## src/design/reset_bank_pkg.sv

```systemverilog
// Constants, tables and carrier types for the reset-state register bank
package reset_bank_pkg;
    localparam int NREG = 38;
    localparam int ADDR_W = 8;
    // Register indices; byte address is four times the index
    localparam int IDX_BSR = 2;
    localparam int IDX_ALU = 5;
    localparam int IDX_T0CON = 8;
    localparam int IDX_OSC = 9;
    localparam int IDX_HLVD = 10;
    localparam int IDX_RCAUSE = 12;
    localparam int IDX_TIMER1_CONTROL = 15;
    localparam int IDX_PR2 = 17;
    localparam int IDX_TIMER2_CONTROL = 18;
    localparam int IDX_IRQ_CTL = 24;
    localparam int IDX_IRQ_FLAGS = 25;
    localparam int IDX_PA_LAT = 26;
    localparam int IDX_PA_DIR = 27;
    localparam int IDX_PA_PINS = 28;
    localparam int IDX_TOS_U = 29;
    localparam int IDX_TOS_H = 30;
    localparam int IDX_TOS_L = 31;
    localparam int IDX_STK = 32;
    localparam int IDX_IND_FIRST = 33;
    localparam int GIE_H_BIT = 7;
    localparam int GIE_L_BIT = 6;
    localparam logic [7:0] PA_FREE_MASK = 8'hc0;
    localparam logic [20:0] VEC_HIGH = 21'h000008;
    localparam logic [20:0] VEC_LOW = 21'h000018;
    localparam logic [7:0] OSC_Q_POR = 8'h08;
    localparam logic [7:0] OSC_Q_MC = 8'h02;
    localparam logic [7:0] OSC_Q_WK = 8'h02;
    localparam logic [7:0] RC_Q_POR = 8'h42;
    localparam logic [7:0] RC_Q_MC = 8'h5c;
    localparam logic [7:0] RC_Q_WK = 8'h4c;
    typedef logic [7:0] bank_t [NREG];
    localparam bank_t IMPL = '{
        8'h0f, 8'hff, 8'h0f, 8'h0f, 8'hff, 8'h1f, 8'hff, 8'hff,
        8'hff, 8'hff, 8'hbf, 8'h01, 8'hdf, 8'hff, 8'hff, 8'hff,
        8'hff, 8'hff, 8'h7f, 8'hff, 8'hff, 8'hff, 8'hff, 8'hff,
        8'hc0, 8'hff, 8'hff, 8'hff, 8'hff, 8'h1f, 8'hff, 8'hff,
        8'h1f, 8'h00, 8'h00, 8'h00, 8'h00, 8'h00};
    localparam bank_t POR_V = '{
        8'h00, 8'h00, 8'h00, 8'h00, 8'h00, 8'h00, 8'h00, 8'h00,
        8'hff, 8'h40, 8'h05, 8'h00, 8'h1c, 8'h00, 8'h00, 8'h00,
        8'h00, 8'hff, 8'h00, 8'h00, 8'h00, 8'h00, 8'h00, 8'h00,
        8'h00, 8'h00, 8'h00, 8'hff, 8'h00, 8'h00, 8'h00, 8'h00,
        8'h00, 8'h00, 8'h00, 8'h00, 8'h00, 8'h00};
    localparam bank_t POR_K = '{
        8'hff, 8'hff, 8'h00, 8'hff, 8'hff, 8'hff, 8'h00, 8'hff,
        8'h00, 8'h00, 8'h00, 8'h00, 8'h00, 8'hff, 8'hff, 8'h00,
        8'h00, 8'h00, 8'h00, 8'hff, 8'h00, 8'h00, 8'h00, 8'h00,
        8'h00, 8'h00, 8'h00, 8'h00, 8'h00, 8'h00, 8'h00, 8'h00,
        8'h00, 8'h00, 8'h00, 8'h00, 8'h00, 8'h00};
    localparam bank_t MC_K = '{
        8'hff, 8'hff, 8'h00, 8'hff, 8'hff, 8'hff, 8'h00, 8'hff,
        8'h00, 8'h00, 8'h00, 8'h00, 8'h03, 8'hff, 8'hff, 8'hbf,
        8'h00, 8'h00, 8'h00, 8'hff, 8'h00, 8'h00, 8'h00, 8'h00,
        8'h00, 8'h00, 8'h00, 8'h00, 8'h00, 8'h00, 8'h00, 8'h00,
        8'h00, 8'h00, 8'h00, 8'h00, 8'h00, 8'h00};
    typedef struct packed {
        logic psel;
        logic penable;
        logic pwrite;
        logic [ADDR_W-1:0] paddr;
        logic [31:0] pwdata;
    } apb_req_t;
    typedef struct packed {
        logic por;
        logic bor;
        logic master_clear_pin;
        logic wake;
    } reset_class_t;
    typedef struct packed {
        logic [7:0] osc;
        logic [7:0] cause;
    } reset_cond_t;
    typedef struct packed {
        logic valid;
        logic high;
        logic [2:0] src;
    } wake_irq_t;
endpackage

```

## src/design/reset_state_register_bank.sv

```systemverilog
// Register bank that loads per-class reset values, with an APB slave
//
// The implementer's own choices: the placing of the registers and the APB slave port.
`timescale 1ns/1ns
module reset_state_register_bank (
    input wire logic pclk, // Core clock, 50 MHz
    input wire logic presetn, // Asynchronous reset, active low
    input wire reset_bank_pkg::apb_req_t apb_req, // APB request
    output logic pready, // APB ready
    output logic pslverr, // APB error on unmapped address
    output logic [31:0] prdata, // APB read data
    input wire reset_bank_pkg::reset_class_t reset_class, // Class
    input wire reset_bank_pkg::reset_cond_t reset_cond, // Cond bits
    input wire reset_bank_pkg::wake_irq_t wake_irq, // Wake source
    input wire logic [20:0] pc_now, // Current program counter
    input wire logic pins_free, // Oscillator frees port A 6,7
    input wire logic [7:0] port_a_in, // Port A pin levels
    output logic pc_load, // Pulse: load pc_vector
    output logic [20:0] pc_vector, // Interrupt vector address
    output logic [7:0] port_a_latch_out, // Port A latch
    output logic [7:0] port_a_dir_out // Port A direction
);
    import reset_bank_pkg::*;

    bank_t regs_q;
    bank_t regs_d;
    logic [31:0] prdata_q;
    logic [31:0] prdata_d;
    logic pc_load_q;
    logic pc_load_d;
    logic [20:0] pc_vector_q;
    logic [20:0] pc_vector_d;

    logic [5:0] idx;
    logic idx_ok;
    logic setup_rd;
    logic access_wr;
    logic any_class;
    logic irq_wake;
    logic vec_high;
    logic vec_low;

    // Applies one reset pattern: keep, load, or take a condition bit
    function automatic logic [7:0] rst_apply(
        input logic [7:0] old,
        input logic [7:0] val,
        input logic [7:0] keep,
        input logic [7:0] qmask,
        input logic [7:0] q,
        input logic [7:0] impl
    );
        logic [7:0] r;
        r = (old & keep & ~qmask) | (val & ~keep & ~qmask) | (q & qmask);
        return r & impl;
    endfunction

    // Port A bits 6 and 7 vanish unless the oscillator frees them
    function automatic logic [7:0] pa_mask(input logic free);
        return free ? 8'hff : ~PA_FREE_MASK;
    endfunction

    // Read view of one register, with all absent bits forced low
    function automatic logic [7:0] rd_val(
        input bank_t r,
        input int i,
        input logic [7:0] pins,
        input logic free
    );
        logic [7:0] v;
        v = (i == IDX_PA_PINS) ? pins : r[i];
        v = v & IMPL[i];
        if (i == IDX_PA_LAT || i == IDX_PA_DIR || i == IDX_PA_PINS) begin
            v = v & pa_mask(free);
        end
        return v;
    endfunction

    assign idx = apb_req.paddr[7:2];
    assign idx_ok = (idx < 6'(NREG)) && (apb_req.paddr[1:0] == 2'b00);
    assign setup_rd = apb_req.psel && !apb_req.penable && !apb_req.pwrite;
    assign access_wr = apb_req.psel && apb_req.penable
                       && apb_req.pwrite && idx_ok;
    assign any_class = reset_class.por || reset_class.bor
                       || reset_class.master_clear_pin || reset_class.wake;
    assign irq_wake = reset_class.wake && wake_irq.valid;
    assign vec_high = irq_wake && wake_irq.high
                      && regs_q[IDX_IRQ_CTL][GIE_H_BIT];
    assign vec_low = irq_wake && !wake_irq.high
                     && regs_q[IDX_IRQ_CTL][GIE_L_BIT];

    // Zero wait states: every access completes in its first access cycle
    assign pready = 1'b1;
    assign pslverr = apb_req.psel && apb_req.penable && !idx_ok;
    assign prdata = prdata_q;
    assign pc_load = pc_load_q;
    assign pc_vector = pc_vector_q;
    assign port_a_latch_out = regs_q[IDX_PA_LAT] & pa_mask(pins_free);
    assign port_a_dir_out = regs_q[IDX_PA_DIR] & pa_mask(pins_free);

    always_comb begin
        logic [7:0] v;
        logic [7:0] k;
        logic [7:0] qm;
        logic [7:0] q;
        v = 8'h00;
        k = 8'h00;
        qm = 8'h00;
        q = 8'h00;
        regs_d = regs_q;
        pc_load_d = 1'b0;
        pc_vector_d = pc_vector_q;
        if (any_class) begin
            // A reset class outranks a bus write in the same cycle
            for (int i = 0; i < NREG; i++) begin
                qm = 8'h00;
                q = 8'h00;
                if (reset_class.wake) begin
                    k = 8'hff;
                    v = 8'h00;
                    if (i == IDX_PR2) begin
                        k = 8'h00;
                        v = 8'hff;
                    end
                    if (i == IDX_OSC) begin
                        qm = OSC_Q_WK;
                        q = reset_cond.osc;
                    end
                    if (i == IDX_RCAUSE) begin
                        qm = RC_Q_WK;
                        q = reset_cond.cause;
                    end
                end else if (reset_class.master_clear_pin) begin
                    k = MC_K[i];
                    v = (i == IDX_RCAUSE) ? 8'h00 : POR_V[i];
                    if (i == IDX_OSC) begin
                        qm = OSC_Q_MC;
                        q = reset_cond.osc;
                    end
                    if (i == IDX_RCAUSE) begin
                        qm = RC_Q_MC;
                        q = reset_cond.cause;
                    end
                end else begin
                    k = POR_K[i];
                    v = POR_V[i];
                    if (reset_class.bor && i == IDX_TIMER1_CONTROL) begin
                        k = 8'hff;
                    end
                    if (i == IDX_OSC) begin
                        qm = OSC_Q_POR;
                        q = reset_cond.osc;
                    end
                    if (i == IDX_RCAUSE) begin
                        qm = RC_Q_POR;
                        q = reset_cond.cause;
                    end
                end
                regs_d[i] = rst_apply(regs_q[i], v, k, qm, q, IMPL[i]);
            end
            if (irq_wake) begin
                regs_d[IDX_IRQ_FLAGS] = regs_q[IDX_IRQ_FLAGS]
                                        | 8'(8'h01 << wake_irq.src);
            end
            if (vec_high || vec_low) begin
                regs_d[IDX_TOS_U] = {3'b000, pc_now[20:16]};
                regs_d[IDX_TOS_H] = pc_now[15:8];
                regs_d[IDX_TOS_L] = pc_now[7:0];
                regs_d[IDX_STK] = {3'b000,
                                   5'(regs_q[IDX_STK][4:0] + 5'd1)};
                pc_load_d = 1'b1;
                pc_vector_d = vec_high ? VEC_HIGH : VEC_LOW;
            end
        end else if (access_wr && int'(idx) != IDX_PA_PINS) begin
            v = apb_req.pwdata[7:0] & IMPL[idx];
            if (int'(idx) == IDX_PA_LAT || int'(idx) == IDX_PA_DIR) begin
                // Freed bits keep their old value while absent
                v = (v & pa_mask(pins_free))
                    | (regs_q[idx] & ~pa_mask(pins_free));
            end
            regs_d[idx] = v;
        end
    end

    always_comb begin
        prdata_d = prdata_q;
        if (setup_rd) begin
            prdata_d = 32'h00000000;
            if (idx_ok) begin
                prdata_d = {24'h000000,
                            rd_val(regs_q, int'(idx), port_a_in,
                                   pins_free)};
            end
        end
    end

    always_ff @(posedge pclk or negedge presetn) begin
        if (!presetn) begin
            // Bits documented as unknown start at zero here
            regs_q <= POR_V;
            prdata_q <= 32'h00000000;
            pc_load_q <= 1'b0;
            pc_vector_q <= 21'h000000;
        end else begin
            regs_q <= regs_d;
            prdata_q <= prdata_d;
            pc_load_q <= pc_load_d;
            pc_vector_q <= pc_vector_d;
        end
    end
endmodule // reset_state_register_bank

```

## config.mk

```make
export PLATFORM = sky130hd
export DESIGN_NAME = reset_state_register_bank
export DESIGN_NICKNAME = d
export VERILOG_FILES = /design/src/design/reset_bank_pkg.sv /design/src/design/reset_state_register_bank.sv
export SDC_FILE = /design/constraint.sdc
export NUM_CORES = 1
export LEC_CHECK = 0
export BUFFER_PORTS_ARGS = -buffer_cell sky130_fd_sc_hd__clkbuf_2
export CAP_MARGIN = 10
export CELL_PAD_IN_SITES_DETAIL_PLACEMENT = 1
export CELL_PAD_IN_SITES_GLOBAL_PLACEMENT = 2
export CORE_MARGIN = 8
export CORE_UTILIZATION = 39
export DETAILED_ROUTE_END_ITERATION = 16
export PLACE_DENSITY_LB_ADDON = 0.1
export SLEW_MARGIN = 5
export SYNTH_ARGS = -nofsm -noshare
export SYNTH_HDL_FRONTEND = slang
export SYNTH_SLANG_ARGS = --single-unit
```

## constraint.sdc

```tcl
create_clock -name pclk -period 2.3 [get_ports pclk]
set_input_delay 0 -clock pclk [delete_from_list [all_inputs] [get_ports pclk]]
set_output_delay 0 -clock pclk [all_outputs]
set_load 0.01 [all_outputs]
```

# == Word level (Yosys, flattened, before mapping) ==
# Memories as Yosys holds them, arrays and structs flattened.
# Cells that the tools add are included.
# totals
in_bits,100
wordCells,236
latch_bits,0
ram_bits,0
romBits,1024
ff_bits,358
n_memories,2
# memory_table
memory,words,word_bits,rd,rd_ports_with_merged_regs,wr,line,rtl
(no name shown),64,8,1,0,0,reset_state_register_bank.sv:71,v = v & IMPL[i];
(no name shown),64,8,1,0,0,reset_state_register_bank.sv:174,v = apb_req.pwdata[7:0] & IMPL[idx];
# op_classes
bitwise,101
n_lt_le_gt_ge,4
n_shift,1
eq_ne,4
reduce_logical,27
n_addsub,1
div_mod_pow,0
mul,0
n_mux,55
# ops
cell,count
$mux W304,2
$and A8 B8 Y8,46
$mux W8,39
$bwmux W304,1
$or A8 B8 Y8,29
$bmux W8 S6,2
$not A8 Y8,8
$demux W8 S6,1
$ge A32 B7 Y1 const B,1
$not A6 Y32,1
$mux W29,1
$eq A6 B6 Y1 const B,3
$and A5 B5 Y5,3
$mux W5,3
$or A5 B5 Y5,3
$logic_and A1 B1 Y1,14
$and A4 B4 Y4,3
$or A4 B4 Y4,3
$shl A1 B3 Y8 const A,1
$and A7 B7 Y7,1
$ge A7 B7 Y1 const B,1
$lt A7 B1 Y1 const B,1
$mux W7,1
$not A6 Y7,1
15 further kinds,24

# == Logic depth before layout (Yosys ltp) ==
# Gate-level depths: netlist (run 1).
# logic_depth
ltp_word,13
depth_mapped,11
ltp_nobuf,6

# == Least setup slack after synthesis (run 1) ==
# OpenSTA, ideal clock, no wires.
# synth_timing
path_type,flip-flop to flip-flop
from,register regs_q[110] (netlist name)
to,register regs_q[54] (netlist name)
path_buffers,0
setup_ps,127
path_stages_with_launch,7
arrival_ps,1681
period_less_slack_ps,1808
slack_ps,492
t_required_ps,2173
cell_sequence,dfrtp_1 mux4_1 mux2i_1 o22ai_1 nor4_1 o21a_2 o21ai_1
# synth_between
elab_chain_len,11
word_cells_on_any_way,14
cone_classes,mux (10); bitwise (2); reduce/logical (2)
# synth_lines
element,line,rtl
from (decl),reset_state_register_bank.sv:25,bank_t regs_q;
from (signal assigned),reset_state_register_bank.sv:204,regs_q <= regs_d;
$bmux W8 S6,reset_state_register_bank.sv:178,| (regs_q[idx] & ~pa_mask(pins_free));
$mux W8 (not written as such) (2 in series),reset_state_register_bank.sv:178,
$and A8 B8 Y8,reset_state_register_bank.sv:178,
$or A8 B8 Y8,reset_state_register_bank.sv:178,
$mux W8,reset_state_register_bank.sv:175,if (int'(idx) == IDX_PA_LAT || int'(idx) == IDX_PA_DIR) begin
$mux W8,reset_state_register_bank.sv:173,end else if (access_wr && int'(idx) != IDX_PA_PINS) begin
$mux W8,reset_state_register_bank.sv:112,if (any_class) begin
$bwmux W304,reset_state_register_bank.sv:180,regs_d[idx] = v;
$mux W304,reset_state_register_bank.sv:173,
$mux W304 *,reset_state_register_bank.sv:112,
# Every way passes the cells marked *; elsewhere a longest branch is shown, timed or not. The select of a mux whose other input is x is not followed.
# A chain may end at the register's enable or synchronous reset.

# == Final worst setup path (run 1) ==
# layout_timing
from,input apb_req[36] (netlist name)
to,register regs_q[227] (netlist name)
# layout_between
elab_chain_len,13
word_cells_on_any_way,31
cone_classes,order compare (3); eq/ne (3); mux (13); bitwise (5); reduce/logical (6); memory (1)
# layout_lines
element,line,rtl
from (decl),reset_state_register_bank.sv:8,"input wire reset_bank_pkg::apb_req_t apb_req,"
$not A6 Y7 (not written as such),"reset_state_register_bank.sv:174, reset_state_register_bank.sv:178, reset_state_register_bank.sv:180",
$mem_v2 Z64 W8,--,
$mux W8 (not written as such) (2 in series),reset_state_register_bank.sv:174,
$and A8 B8 Y8,reset_state_register_bank.sv:174,
$and A8 B8 Y8,reset_state_register_bank.sv:177,v = (v & pa_mask(pins_free))
$or A8 B8 Y8,reset_state_register_bank.sv:178,
$mux W8,reset_state_register_bank.sv:175,
$mux W8,reset_state_register_bank.sv:173,
$mux W8,reset_state_register_bank.sv:112,
$bwmux W304,reset_state_register_bank.sv:180,
$mux W304,reset_state_register_bank.sv:173,
$mux W304,reset_state_register_bank.sv:112,
# Several ways; a longest one is shown, not always the timed one. The select of a mux whose other input is x is not followed.

==> impl_table.tex, run 1 <==
\begin{tabular}{lr}
\hline
Metric & Value \\
\hline
\multicolumn{2}{l}{\textbf{Floorplanning}} \\
Horizontal die dimension & 217 µm \\
Effective utilization at floorplan & 0.391 \\
I/O pin cnt & 172 \\
Core footprint & 40500 µm² \\
Total number of placement rows & 74 \\
DIE AREA & 47300 µm² \\
Chip height & 217 µm \\
\multicolumn{2}{l}{\textbf{STA}} \\
Final Slew Violations & 0 \\
Max-slew headroom at the worst pin & 0.382 \\
Worst path setup slack after routing & 0.0937 ns \\
Transition time at the pin with the least slew margin & 0.927 ns \\
Shortest clock period the worst path allows after layout & 2.21 ns \\
Number of failing setup endpoints in the final timing report & 0 \\
Fin. Hold Viols & 0 \\
Hold Worst Slack & 0.00227 ns \\
Worst Skew & 0.0106 ns \\
Setup repair after global routing missed its margin & false \\
Post-route clock period utilization & 0.959 \\
Peak clock frequency supported by timing & 453 MHz \\
\multicolumn{2}{l}{\textbf{Clocking}} \\
CTS tree & done \\
TritonCTS Buffers & 37 \\
Clk\_lat worst skew & 0.55 ns \\
Clock edge transition at the registers on the reported setup and hold paths & 0.06 ns \\
Sink Count & 311 \\
Root Buffer Master & clkbuf\_16 \\
H-Tree Depth & 2 \\
Maximum buffer depth of the clock tree & 3 \\
\multicolumn{2}{l}{\textbf{Power}} \\
Max VDD drop & 499 µV \\
Power density cells & 667 nW/µm² \\
Cell leakage power & 8.76 nW \\
Sequential share of power & 0.427 \\
Power share of the combinational group & 0.104 \\
Portion of total power attributed to the clock network & 0.469 \\
Switching power as a share of total power & 0.256 \\
Switching Power & 3.30 mW \\
Internal power & 9.62 mW \\
\multicolumn{2}{l}{\textbf{Synthesis}} \\
Synth Warn \# & 0 \\
Post-synthesis cell type with the largest combined area & dfrtp\_1 \\
Gate count of the mapped netlist & 1421 \\
Async set or reset register ratio after synthesis & 1.00 \\
Netlist area before placement & 15800 µm² \\
Number of synthesized flops with an enable pin & 0 \\
FF+latch count, synth & 311 \\
Netlist cell types & 95 \\
Biggest area contributors in the synthesized netlist & dfrtp\_1 (44\%), mux4\_2 (6.3\%), dfstp\_2 (5.0\%) \\
Ys flop type & dfrtp\_1 \\
Sequential element share of the synthesized area & 0.494 \\
Post-synthesis area per instance & 11.1 µm² \\
Share of the synthesized area in the top cell type & 0.444 \\
\multicolumn{2}{l}{\textbf{Finish}} \\
Most common cell after layout, fill and taps aside & dfrtp\_1 \\
Final Cell Area & 19400 µm² \\
Nets & 1766 \\
Post-Route Utilization & 0.479 \\
Area growth syn-to-layout & 22.4\% \\
Highest-count cells in the layout ignoring fill and taps & dfrtp\_1 (281), nand2\_1 (174), o21ai\_0 (134), buf\_4 (127), clkbuf\_2 (91) \\
Antenna Cells & 0 \\
Fraction of final layout cells with drive strength greater than 1 & 0.274 \\
Number of fillers in the final layout & 4401 \\
\multicolumn{2}{l}{\textbf{Status}} \\
Result of the run & finished, final reports clean \\
\multicolumn{2}{l}{\textbf{Critical path}} \\
RR Startpoint & regs\_q[102]\$\_DFFE\_PN0P\_ \\
Most frequent cell on the critical path & buf\_4 \\
Worst-path fanout max & 16 \\
Worst Path Arrival & 2.70 ns \\
Slowest stage cell, crit path & dlygate4sd3\_1 \\
Register-to-register setup slack & 0.11 ns \\
Number of cells on the worst reg-to-reg path & 6 \\
Crit path max-delay family & buffers and inverters \\
Startpoint Class & primary input \\
Required time of the critical path & 2.79 ns \\
End of the worst register-to-register path & prdata[6]\$\_DFFE\_PN0P\_ \\
Worst Path Buf+Inv & 4 \\
Critical Setup Path Class & in -> reg \\
Delay of the slowest cell on the worst path & 0.55 ns \\
Type of destination of the critical path & register \\
Ordered cell list for the critical path & clkbuf\_2 -> or3\_4 -> nand2\_1 -> o21a\_1 -> buf\_4 -> and2\_1 -> buf\_4 -> mux2i\_1 -> a21oi\_1 -> dlygate4sd3\_1 \\
\multicolumn{2}{l}{\textbf{Global routing}} \\
Largest net degree at the start of global routing & 65 \\
Vias in the first global route & 13526 \\
Gr usage total & 0.258 \\
First-pass GRT wire length & 91800 µm \\
Number of antenna violations at the first check in global routing & 0 \\
Total overflow reported by the global router & 0 \\
\multicolumn{2}{l}{\textbf{Placed design}} \\
Placer's final routability congestion estimate & 0.934 \\
Placed inst area & 17400 µm² \\
DP Worst Slack & -0.0480 ns \\
DPL Wire Length & 43300 µm \\
Input/output buffers & 94 \\
\multicolumn{2}{l}{\textbf{Drt}} \\
Wirelength per Cell & 27.1 µm \\
Total vias in the final route & 12575 \\
Count of TritonRoute iterations in the first routing pass & 7 \\
Detailed-route wire length & 60300 µm \\
Via density per instance & 5.65 \\
Initial detailed-routing violation count & 933 \\
Remaining number of nets flagged by the antenna check after routing & 0 \\
DRC & 0 \\
\multicolumn{2}{l}{\textbf{Hold path}} \\
Worst min-delay path category & in -> async \\
\multicolumn{2}{l}{\textbf{Job}} \\
Number of violations of the max-capacitance limit & 0 \\
\hline
\end{tabular}
## metal layers
layer / share of wire / wire, µm / GRT usage / vias to the layer above
met5: 0 / 0 / 0 / -
met4: 0.029 / 1760 / 0.0861 / 0
met3: 0.049 / 2950 / 0.0362 / 81
met2: 0.48 / 28600 / 0.413 / 345
met1: 0.45 / 26900 / 0.358 / 6561
li1: - / - / - / 5588
## final cells by class
type                    instances  area (µm²)  share of cell area
clock buffers                  53        1130              0.0582
flip-flops and latches        311        7820               0.404
clock inverters                15         135             0.00697
multi-input cells            1000        7150               0.369
well taps                     532         666              0.0344
inverters                      15        56.3             0.00291
repair buffers                300        2420               0.125
## kinds of logic (layout without fill, tap and decap cells)
group / after synthesis / after routing / synth area share
AO/OA/AOI/OAI: 374 / 375 / 0.153
XOR/XNOR: 2 / 2 / 0.00111
adder cells (fa/ha/maj): 1 / 1 / 0.000790
buffers and inverters: 153 / 383 / 0.0679
flip-flops: 311 / 311 / 0.494
multiplexers: 117 / 117 / 0.128
other: 2 / 44 / 0.000474
AND/OR/NAND/NOR: 461 / 461 / 0.155
## worst max-delay path by stage
stage	slack, ns	cells past startpoint	endpoint	start
6_report	0.09	10	regs_q[227]$_DFFE_PN0P_	apb_req[36]
5_1_grt	0.03	6	prdata[6]$_DFFE_PN0P_	regs_q[102]$_DFFE_PN0P_
4_1_cts	0.03	10	regs_q[201]$_DFFE_PN0P_	reset_class[0]
3_5_place_dp	-0.05	8	regs_q[180]$_DFFE_PN0P_	apb_req[34]
3_3_place_gp	0.03	7	regs_q[178]$_DFFE_PN0P_	apb_req[35]
2_1_floorplan	0.49	6	regs_q[54]$_DFFE_PN0P_	regs_q[110]$_DFFE_PN0P_
## stage by stage
stage	power, mW	cells	TNS (ns)
floorplan	6.23	1463	0
global placement	6.85	2095	0
detailed placement	6.86	2095	-0.0878
CTS	13.1	2226	0
global route	13.3	2226	0
finish	12.9	2226	0
## timing repair
action | 4_1_cts | 5_1_grt
gates resized for setup | 3 | 5
endpoints found under the setup margin | 5 | 9
pin swaps | 1 | 3
hold buffers | 62 | 0
gates cloned | 1 | 0
setup buffers | 0 | 0
hold endpoints to repair | 317 | 0
## cells in the mapped netlist, drive strengths merged, types with 14 or more instances
library cell / number
dfrtp: 281
nand2: 179
o21ai: 155
buf: 104
and2: 88
nor2: 66
mux4: 61
a21oi: 52
nor3: 45
a22o: 39
clkbuf: 34
dfstp: 30
mux2i: 30
a22oi: 27
mux2: 26
inv: 14
## worst register-to-register path, stage by stage, from the launching register on
cell	delay, ns
dfrtp_1	0.38
mux4_1	0.49
mux2i_1	0.23
o22ai_1	0.18
nor4_4	0.41
o21ai_0	0.19
a22o_1	0.20
## flip-flops by register name (all words and copies together), names as in the netlist
name and count:
pc_load 1, pc_vector 2, prdata 8, regs_q 300
## power by group through the flow
| stage | registers [mW] | logic (mW) | clock network [mW] |
|---|---|---|---|
| after floorplan | 5.61 | 0.626 | 0 |
| after global placement | 5.61 | 1.24 | 0 |
| after detailed placement | 5.61 | 1.24 | 0 |
| after CTS | 5.51 | 1.34 | 6.22 |
| after global routing | 5.51 | 1.42 | 6.40 |
| final | 5.52 | 1.34 | 6.07 |
No activity file was read; power rests on OpenSTA's default activity.
==> inputs of run 2 (changes only) <==
Settings changed: CORE_UTILIZATION 39 to 35.
==> run 2 against run 1 <==
Critical path type is now reg -> reg. Register-to-register slack lost 0.08 ns. Combinational power is essentially flat. Power grew 0.29%. Routed wire length grew 1.4%. Clock-buffer cell count grew 13. Hold slack gained 0.017 ns. Final cell count grew 3.1%. Setup slack lost 0.067 ns. Global-route usage shrank 2.5 points. Sequential power is essentially flat. Clock skew grew 0.012 ns.
==> impl_table.tex, run 2 (same netlist as run 1, synthesis figures left out) <==
\begin{tabular}{lr}
\hline
Metric & Value \\
\hline
\multicolumn{2}{l}{\textbf{Critical path}} \\
Register-to-register setup slack & 0.03 ns \\
Cell depth of the worst setup path & 6 \\
Worst-path fanout max & 5 \\
Worst Path Buf+Inv & 0 \\
Ordered cell list for the critical path & mux4\_2 -> a22oi\_1 -> o22ai\_1 -> nor4\_4 -> o21a\_2 -> o21ai\_1 \\
End of the worst register-to-register path & regs\_q[94]\$\_DFFE\_PN0P\_ \\
Worst Path Arrival & 2.69 ns \\
RR Startpoint & regs\_q[22]\$\_DFFE\_PN0P\_ \\
Critical Setup Path Class & reg -> reg \\
Type of destination of the critical path & register \\
Number of cells on the worst reg-to-reg path & 6 \\
Slowest stage cell, crit path & mux4\_2 \\
Delay of the slowest cell on the worst path & 0.47 ns \\
Required time of the critical path & 2.72 ns \\
Crit path max-delay family & compound AO/OA/AOI/OAI gates \\
Startpoint Class & register \\
\multicolumn{2}{l}{\textbf{Finish}} \\
Number of flip-flops in the largest register & 300 \\
Final Instance Count excl. Fillers & 2294 \\
Fraction of final layout cells with drive strength greater than 1 & 0.268 \\
Register with the most flip-flops & regs\_q \\
Antenna Cells & 0 \\
Most common cell after layout, fill and taps aside & dfrtp\_1 \\
Nets & 1765 \\
Highest-count cells in the layout ignoring fill and taps & dfrtp\_1 (281), nand2\_1 (174), o21ai\_0 (134), buf\_4 (120), clkbuf\_2 (91) \\
Area growth syn-to-layout & 23.1\% \\
\multicolumn{2}{l}{\textbf{Drt}} \\
Count of TritonRoute iterations in the first routing pass & 5 \\
Wirelength per Cell & 26.6 µm \\
Total vias in the final route & 12582 \\
Remaining number of nets flagged by the antenna check after routing & 0 \\
DRC & 0 \\
Via density per instance & 5.48 \\
Initial detailed-routing violation count & 853 \\
Detailed-route wire length & 61100 µm \\
\multicolumn{2}{l}{\textbf{Hold path}} \\
Worst hold path stage count & 4 \\
Hold Path End & regs\_q[206]\$\_DFFE\_PN0P\_ \\
Origin of the worst min-delay path & reset\_class[3] \\
Worst min-delay path category & in -> reg \\
\multicolumn{2}{l}{\textbf{Global routing}} \\
First-pass GRT wire length & 92800 µm \\
Total overflow reported by the global router & 0 \\
Gr usage total & 0.233 \\
Vias in the first global route & 13594 \\
Number of antenna violations at the first check in global routing & 1 \\
Largest net degree at the start of global routing & 75 \\
\multicolumn{2}{l}{\textbf{Floorplanning}} \\
Total number of placement rows & 78 \\
Effective utilization at floorplan & 0.352 \\
Chip height & 229 µm \\
DIE AREA & 52300 µm² \\
I/O pin cnt & 172 \\
Horizontal die dimension & 229 µm \\
Core footprint & 45000 µm² \\
\multicolumn{2}{l}{\textbf{Clocking}} \\
Clk\_lat worst skew & 0.56 ns \\
TritonCTS Buffers & 39 \\
Root Buffer Master & clkbuf\_16 \\
CTS tree & done \\
Clock edge transition at the registers on the reported setup and hold paths & 0.06 ns \\
H-Tree Depth & 2 \\
Sink Count & 311 \\
Maximum buffer depth of the clock tree & 3 \\
Buffers inserted during post-CTS setup optimization & 0 \\
\multicolumn{2}{l}{\textbf{Placed design}} \\
DPL Wire Length & 44000 µm \\
Cell count after placement & 2158 \\
Placer's final routability congestion estimate & 0.899 \\
Input/output buffers & 94 \\
DP Worst Slack & 0.0101 ns \\
\multicolumn{2}{l}{\textbf{STA}} \\
Worst Skew & 0.0229 ns \\
Fin. Hold Viols & 0 \\
Shortest clock period the worst path allows after layout & 2.27 ns \\
Transition time at the pin with the least slew margin & 0.927 ns \\
Worst path setup slack after routing & 0.0268 ns \\
Post-route clock period utilization & 0.988 \\
Number of failing setup endpoints in the final timing report & 0 \\
Final Slew Violations & 0 \\
Max-slew headroom at the worst pin & 0.382 \\
Setup repair after global routing missed its margin & true \\
Peak clock frequency supported by timing & 440 MHz \\
\multicolumn{2}{l}{\textbf{Power}} \\
Cell leakage power & 8.75 nW \\
Total power of the final layout & 13.0 mW \\
Power density cells & 665 nW/µm² \\
Max VDD drop & 533 µV \\
\multicolumn{2}{l}{\textbf{Job}} \\
Number of violations of the max-capacitance limit & 0 \\
\multicolumn{2}{l}{\textbf{Status}} \\
Result of the run & finished, final reports clean \\
\hline
\end{tabular}
## run 2: cell count changes in the layout (fill, tap and decap cells not counted), sizes merged
| cell | change |
|---|---|
| clkinvlp | -1 |
| bufinv | -2 |
| clkinv | -7 |
| dlygate4sd3 | +2 |
| buf | -5 |
| clkbuf | +13 |
## run 2: area by class of cell
class,count,area (µm²)
clock inverters,5,40.0
multi-input cells,1000,7140
flip-flops and latches,311,7820
well taps,600,751
repair buffers,297,2420
inverters,15,56.3
fillers,4929,25500
clock buffers,66,1250
## run 2: metal layers
layer | global-route usage | wire length (µm) | share of wire | up-vias
li1 | - | - | - | 5589
met1 | 0.318 | 27500 | 0.45 | 6566
met2 | 0.378 | 29000 | 0.47 | 326
met3 | 0.0347 | 2770 | 0.045 | 101
met4 | 0.0772 | 1860 | 0.030 | 0
met5 | 0 | 0 | 0 | -
## run 2: what timing repair did
item	4_1_cts	5_1_grt
resized for setup	3	3
hold endpoints to repair	365	0
pin swaps	1	1
setup endpoints to repair	2	7
hold buffers	64	0
gates cloned	1	0
## run 2: worst min-delay path: cells and delay by family
family                 cells  cell delay, ns
buffers and inverters      1            0.13
AND/OR/NAND/NOR            2            0.27
AO/OA/AOI/OAI              1            0.12
## run 2: worst max-delay path by stage
| stage | end | from | slack, ns |
|---|---|---|---|
| 6_report | regs_q[94]$_DFFE_PN0P_ | regs_q[22]$_DFFE_PN0P_ | 0.03 |
| 3_5_place_dp | regs_q[94]$_DFFE_PN0P_ | apb_req[34] | 0.01 |
| 2_1_floorplan | regs_q[54]$_DFFE_PN0P_ | regs_q[110]$_DFFE_PN0P_ | 0.49 |
| 3_3_place_gp | prdata[5]$_DFFE_PN0P_ | apb_req[34] | 0.08 |
| 5_1_grt | regs_q[94]$_DFFE_PN0P_ | regs_q[22]$_DFFE_PN0P_ | -0.008 |
| 4_1_cts | regs_q[94]$_DFFE_PN0P_ | regs_q[22]$_DFFE_PN0P_ | 0.02 |
## run 2: power breakdown
part | switching [mW] | internal (mW)
clock network | 2.41 | 3.69
registers | 0.0157 | 5.50
logic | 0.875 | 0.471
## run 2: metrics by stage
stage / cell area, µm² / util / hold WS (ns) / setup TNS [ns]
finish: 19500 / 0.433 / 0.0188 / 0
global route: 19500 / 0.433 / 0.0441 / -0.00828
CTS: 19500 / 0.433 / 0.0103 / 0
detailed placement: 17500 / 0.389 / -0.0268 / 0
global placement: 17500 / 0.389 / -0.0238 / 0
floorplan: 16000 / - / -0.296 / 0
==> inputs of run 3 (changes only) <==
Settings changed: CORE_ASPECT_RATIO set to 2.
==> run 3 against run 2 <==
The run now ends with setup timing left. Non-clock buffer count up 41. Clock-buffer cell count down 27. Sequential share of layout area down 0.30 points. Largest cell class unchanged. Highest routed layer unchanged.
==> impl_table.tex, run 3 (same netlist as run 1, synthesis figures left out) <==
\begin{tabular}{lr}
\hline
Metric & Value \\
\hline
\multicolumn{2}{l}{\textbf{Placed design}} \\
Input/output buffers & 94 \\
Placer's final routability congestion estimate & 0.866 \\
DPL Wire Length & 48300 µm \\
Cell count after placement & 2153 \\
\multicolumn{2}{l}{\textbf{Power}} \\
Max VDD drop & 464 µV \\
Total power of the final layout & 12.6 mW \\
Power density cells & 640 nW/µm² \\
Cell leakage power & 8.88 nW \\
\multicolumn{2}{l}{\textbf{Status}} \\
Violations in the final reports & setup timing \\
Result of the run & complete, but fails checks \\
\multicolumn{2}{l}{\textbf{Global routing}} \\
Fraction of met2 tracks used by global routing & 0.465 \\
Number of antenna violations at the first check in global routing & 0 \\
Gr usage total & 0.247 \\
Vias in the first global route & 14286 \\
GR met1 Demand/Resource & 0.266 \\
First-pass GRT wire length & 96900 µm \\
Most heavily used metal layer in global routing & met2 \\
Largest net degree at the start of global routing & 74 \\
Total overflow reported by the global router & 0 \\
Met3 track demand over resource in global routing & 0.0267 \\
\multicolumn{2}{l}{\textbf{Floorplanning}} \\
Effective utilization at floorplan & 0.353 \\
Chip height & 317 µm \\
Core footprint & 44900 µm² \\
Total number of placement rows & 110 \\
DIE AREA & 52700 µm² \\
I/O pin cnt & 172 \\
Horizontal die dimension & 166 µm \\
\multicolumn{2}{l}{\textbf{Finish}} \\
Area growth syn-to-layout & 24.0\% \\
Nets & 1797 \\
Final Instance Count excl. Fillers & 2281 \\
Antenna Cells & 0 \\
Fraction of final layout cells with drive strength greater than 1 & 0.278 \\
Highest-count cells in the layout ignoring fill and taps & dfrtp\_1 (281), nand2\_1 (175), buf\_4 (148), o21ai\_0 (134), clkbuf\_2 (91) \\
Most common cell after layout, fill and taps aside & dfrtp\_1 \\
Post-Route Utilization & 0.437 \\
Register with the most flip-flops & regs\_q \\
Number of flip-flops in the largest register & 300 \\
Number of fillers in the final layout & 4912 \\
\multicolumn{2}{l}{\textbf{STA}} \\
Max-slew headroom at the worst pin & 0.290 \\
Post-route clock period utilization & 1.03 \\
Fin. Hold Viols & 0 \\
Worst path setup slack after routing & -0.0610 ns \\
Hold Worst Slack & 0.0145 ns \\
Transition time at the pin with the least slew margin & 1.06 ns \\
Number of failing setup endpoints in the final timing report & 1 \\
Final Slew Violations & 0 \\
Setup repair after global routing missed its margin & true \\
Peak clock frequency supported by timing & 424 MHz \\
Worst Skew & 0.0235 ns \\
Shortest clock period the worst path allows after layout & 2.36 ns \\
\multicolumn{2}{l}{\textbf{Drt}} \\
Via density per instance & 5.56 \\
Remaining number of nets flagged by the antenna check after routing & 0 \\
Total vias in the final route & 12679 \\
Initial detailed-routing violation count & 750 \\
DRC & 0 \\
Count of TritonRoute iterations in the first routing pass & 5 \\
Wirelength per Cell & 28.3 µm \\
Detailed-route wire length & 64600 µm \\
\multicolumn{2}{l}{\textbf{Clocking}} \\
Clk\_lat worst skew & 0.60 ns \\
Sink Count & 311 \\
Buffers inserted during post-CTS setup optimization & 0 \\
H-Tree Depth & 1 \\
CTS tree & done \\
Maximum buffer depth of the clock tree & 3 \\
Root Buffer Master & clkbuf\_16 \\
Clock edge transition at the registers on the reported setup and hold paths & 0.07 ns \\
TritonCTS Buffers & 31 \\
\multicolumn{2}{l}{\textbf{Critical path}} \\
Type of destination of the critical path & register \\
Delay of the slowest cell on the worst path & 0.60 ns \\
Slowest stage cell, crit path & dlygate4sd3\_1 \\
RR Startpoint & regs\_q[102]\$\_DFFE\_PN0P\_ \\
Worst Path Buf+Inv & 4 \\
Register-to-register setup slack & 0.11 ns \\
Required time of the critical path & 2.82 ns \\
Number of cells on the worst reg-to-reg path & 8 \\
Most frequent cell on the critical path & buf\_4 \\
Crit path max-delay family & buffers and inverters \\
Worst-path fanout max & 15 \\
Critical Setup Path Class & in -> reg \\
End of the worst register-to-register path & regs\_q[94]\$\_DFFE\_PN0P\_ \\
First element of the critical path & apb\_req[36] \\
Startpoint Class & primary input \\
Worst Path Arrival & 2.88 ns \\
Ordered cell list for the critical path & clkbuf\_2 -> buf\_4 -> nor3b\_2 -> nor4\_2 -> buf\_4 -> and2\_1 -> nor2\_1 -> o21ai\_0 -> o211ai\_1 -> dlygate4sd3\_1 \\
\multicolumn{2}{l}{\textbf{Hold path}} \\
Hold Path End & prdata[2]\$\_DFFE\_PN0P\_ \\
Origin of the worst min-delay path & port\_a\_in[2] \\
Worst min-delay path category & in -> reg \\
Worst hold path stage count & 5 \\
\multicolumn{2}{l}{\textbf{Job}} \\
Number of violations of the max-capacitance limit & 0 \\
\hline
\end{tabular}
[run 3: cell count changes in the layout (fill, tap and decap cells not counted), moves of 2 or more]
cell,previous run,this run
buf_4,120,148
clkbuf_8,15,2
clkbuf_16,40,31
buf_12,20,28
bufinv_16,0,6
clkbuf_1,11,6
clkinv_2,3,8
dlygate4sd3_1,64,69
clkinvlp_4,0,2
[run 3: final cells by class]
type / count / area (µm²) / share of cell area
repair buffers: 338 / 2840 / 0.145
clock inverters: 19 / 264 / 0.0134
inverters: 15 / 56.3 / 0.00287
well taps: 560 / 701 / 0.0357
flip-flops and latches: 311 / 7820 / 0.398
clock buffers: 39 / 826 / 0.0421
multi-input cells: 999 / 7120 / 0.363
[run 3: worst register-to-register path, stage by stage, from the launching register on]
cell	delay, ns
dfrtp_1	0.41
mux4_1	0.52
mux2i_1	0.16
buf_4	0.15
o22ai_1	0.11
nor4_2	0.30
o21a_2	0.20
buf_12	0.14
o21ai_1	0.08
[run 3: per-stage QoR]
stage | setup TNS, ns | area, µm² | setup slack (ns)
global placement | -0.178 | 17800 | -0.0325
floorplan | 0 | 16000 | 0.492
CTS | 0 | 19600 | 0.0360
detailed placement | -0.584 | 17800 | -0.0489
finish | -0.0610 | 19600 | -0.0610
global route | -0.505 | 19600 | -0.176
[run 3: repair_timing]
action / in CTS / in global routing
gates resized for setup: 1 / 1
hold buffers: 70 / 0
setup endpoints to repair: 6 / 10
hold endpoints to repair: 409 / 0
pin swaps: 0 / 1
[run 3: how the worst max path moves through the flow]
stage / endpoint / slack, ns / cells past startpoint
floorplan: regs_q[54]$_DFFE_PN0P_ / 0.49 / 6
global placement: prdata[4]$_DFFE_PN0P_ / -0.03 / 9
detailed placement: prdata[4]$_DFFE_PN0P_ / -0.05 / 9
CTS: regs_q[200]$_DFFE_PN0P_ / 0.04 / 9
global route: regs_q[200]$_DFFE_PN0P_ / -0.18 / 9
finish: regs_q[101]$_DFFE_PN0P_ / -0.06 / 10
[run 3: power breakdown]
part	leakage, nW	switching (mW)	total, mW	internal, mW
registers	4.23	0.0167	5.51	5.49
logic	4.12	0.913	1.43	0.521
clock network	0.535	2.39	5.62	3.23
total	8.88	3.32	12.6	9.24
[run 3: per-layer routing]
| metal | vias to the layer above | share of wire |
|---|---|---|
| li1 | 5631 | - |
| met1 | 6613 | 0.37 |
| met2 | 316 | 0.54 |
| met3 | 119 | 0.033 |
| met4 | 0 | 0.059 |
| met5 | - | 0 |
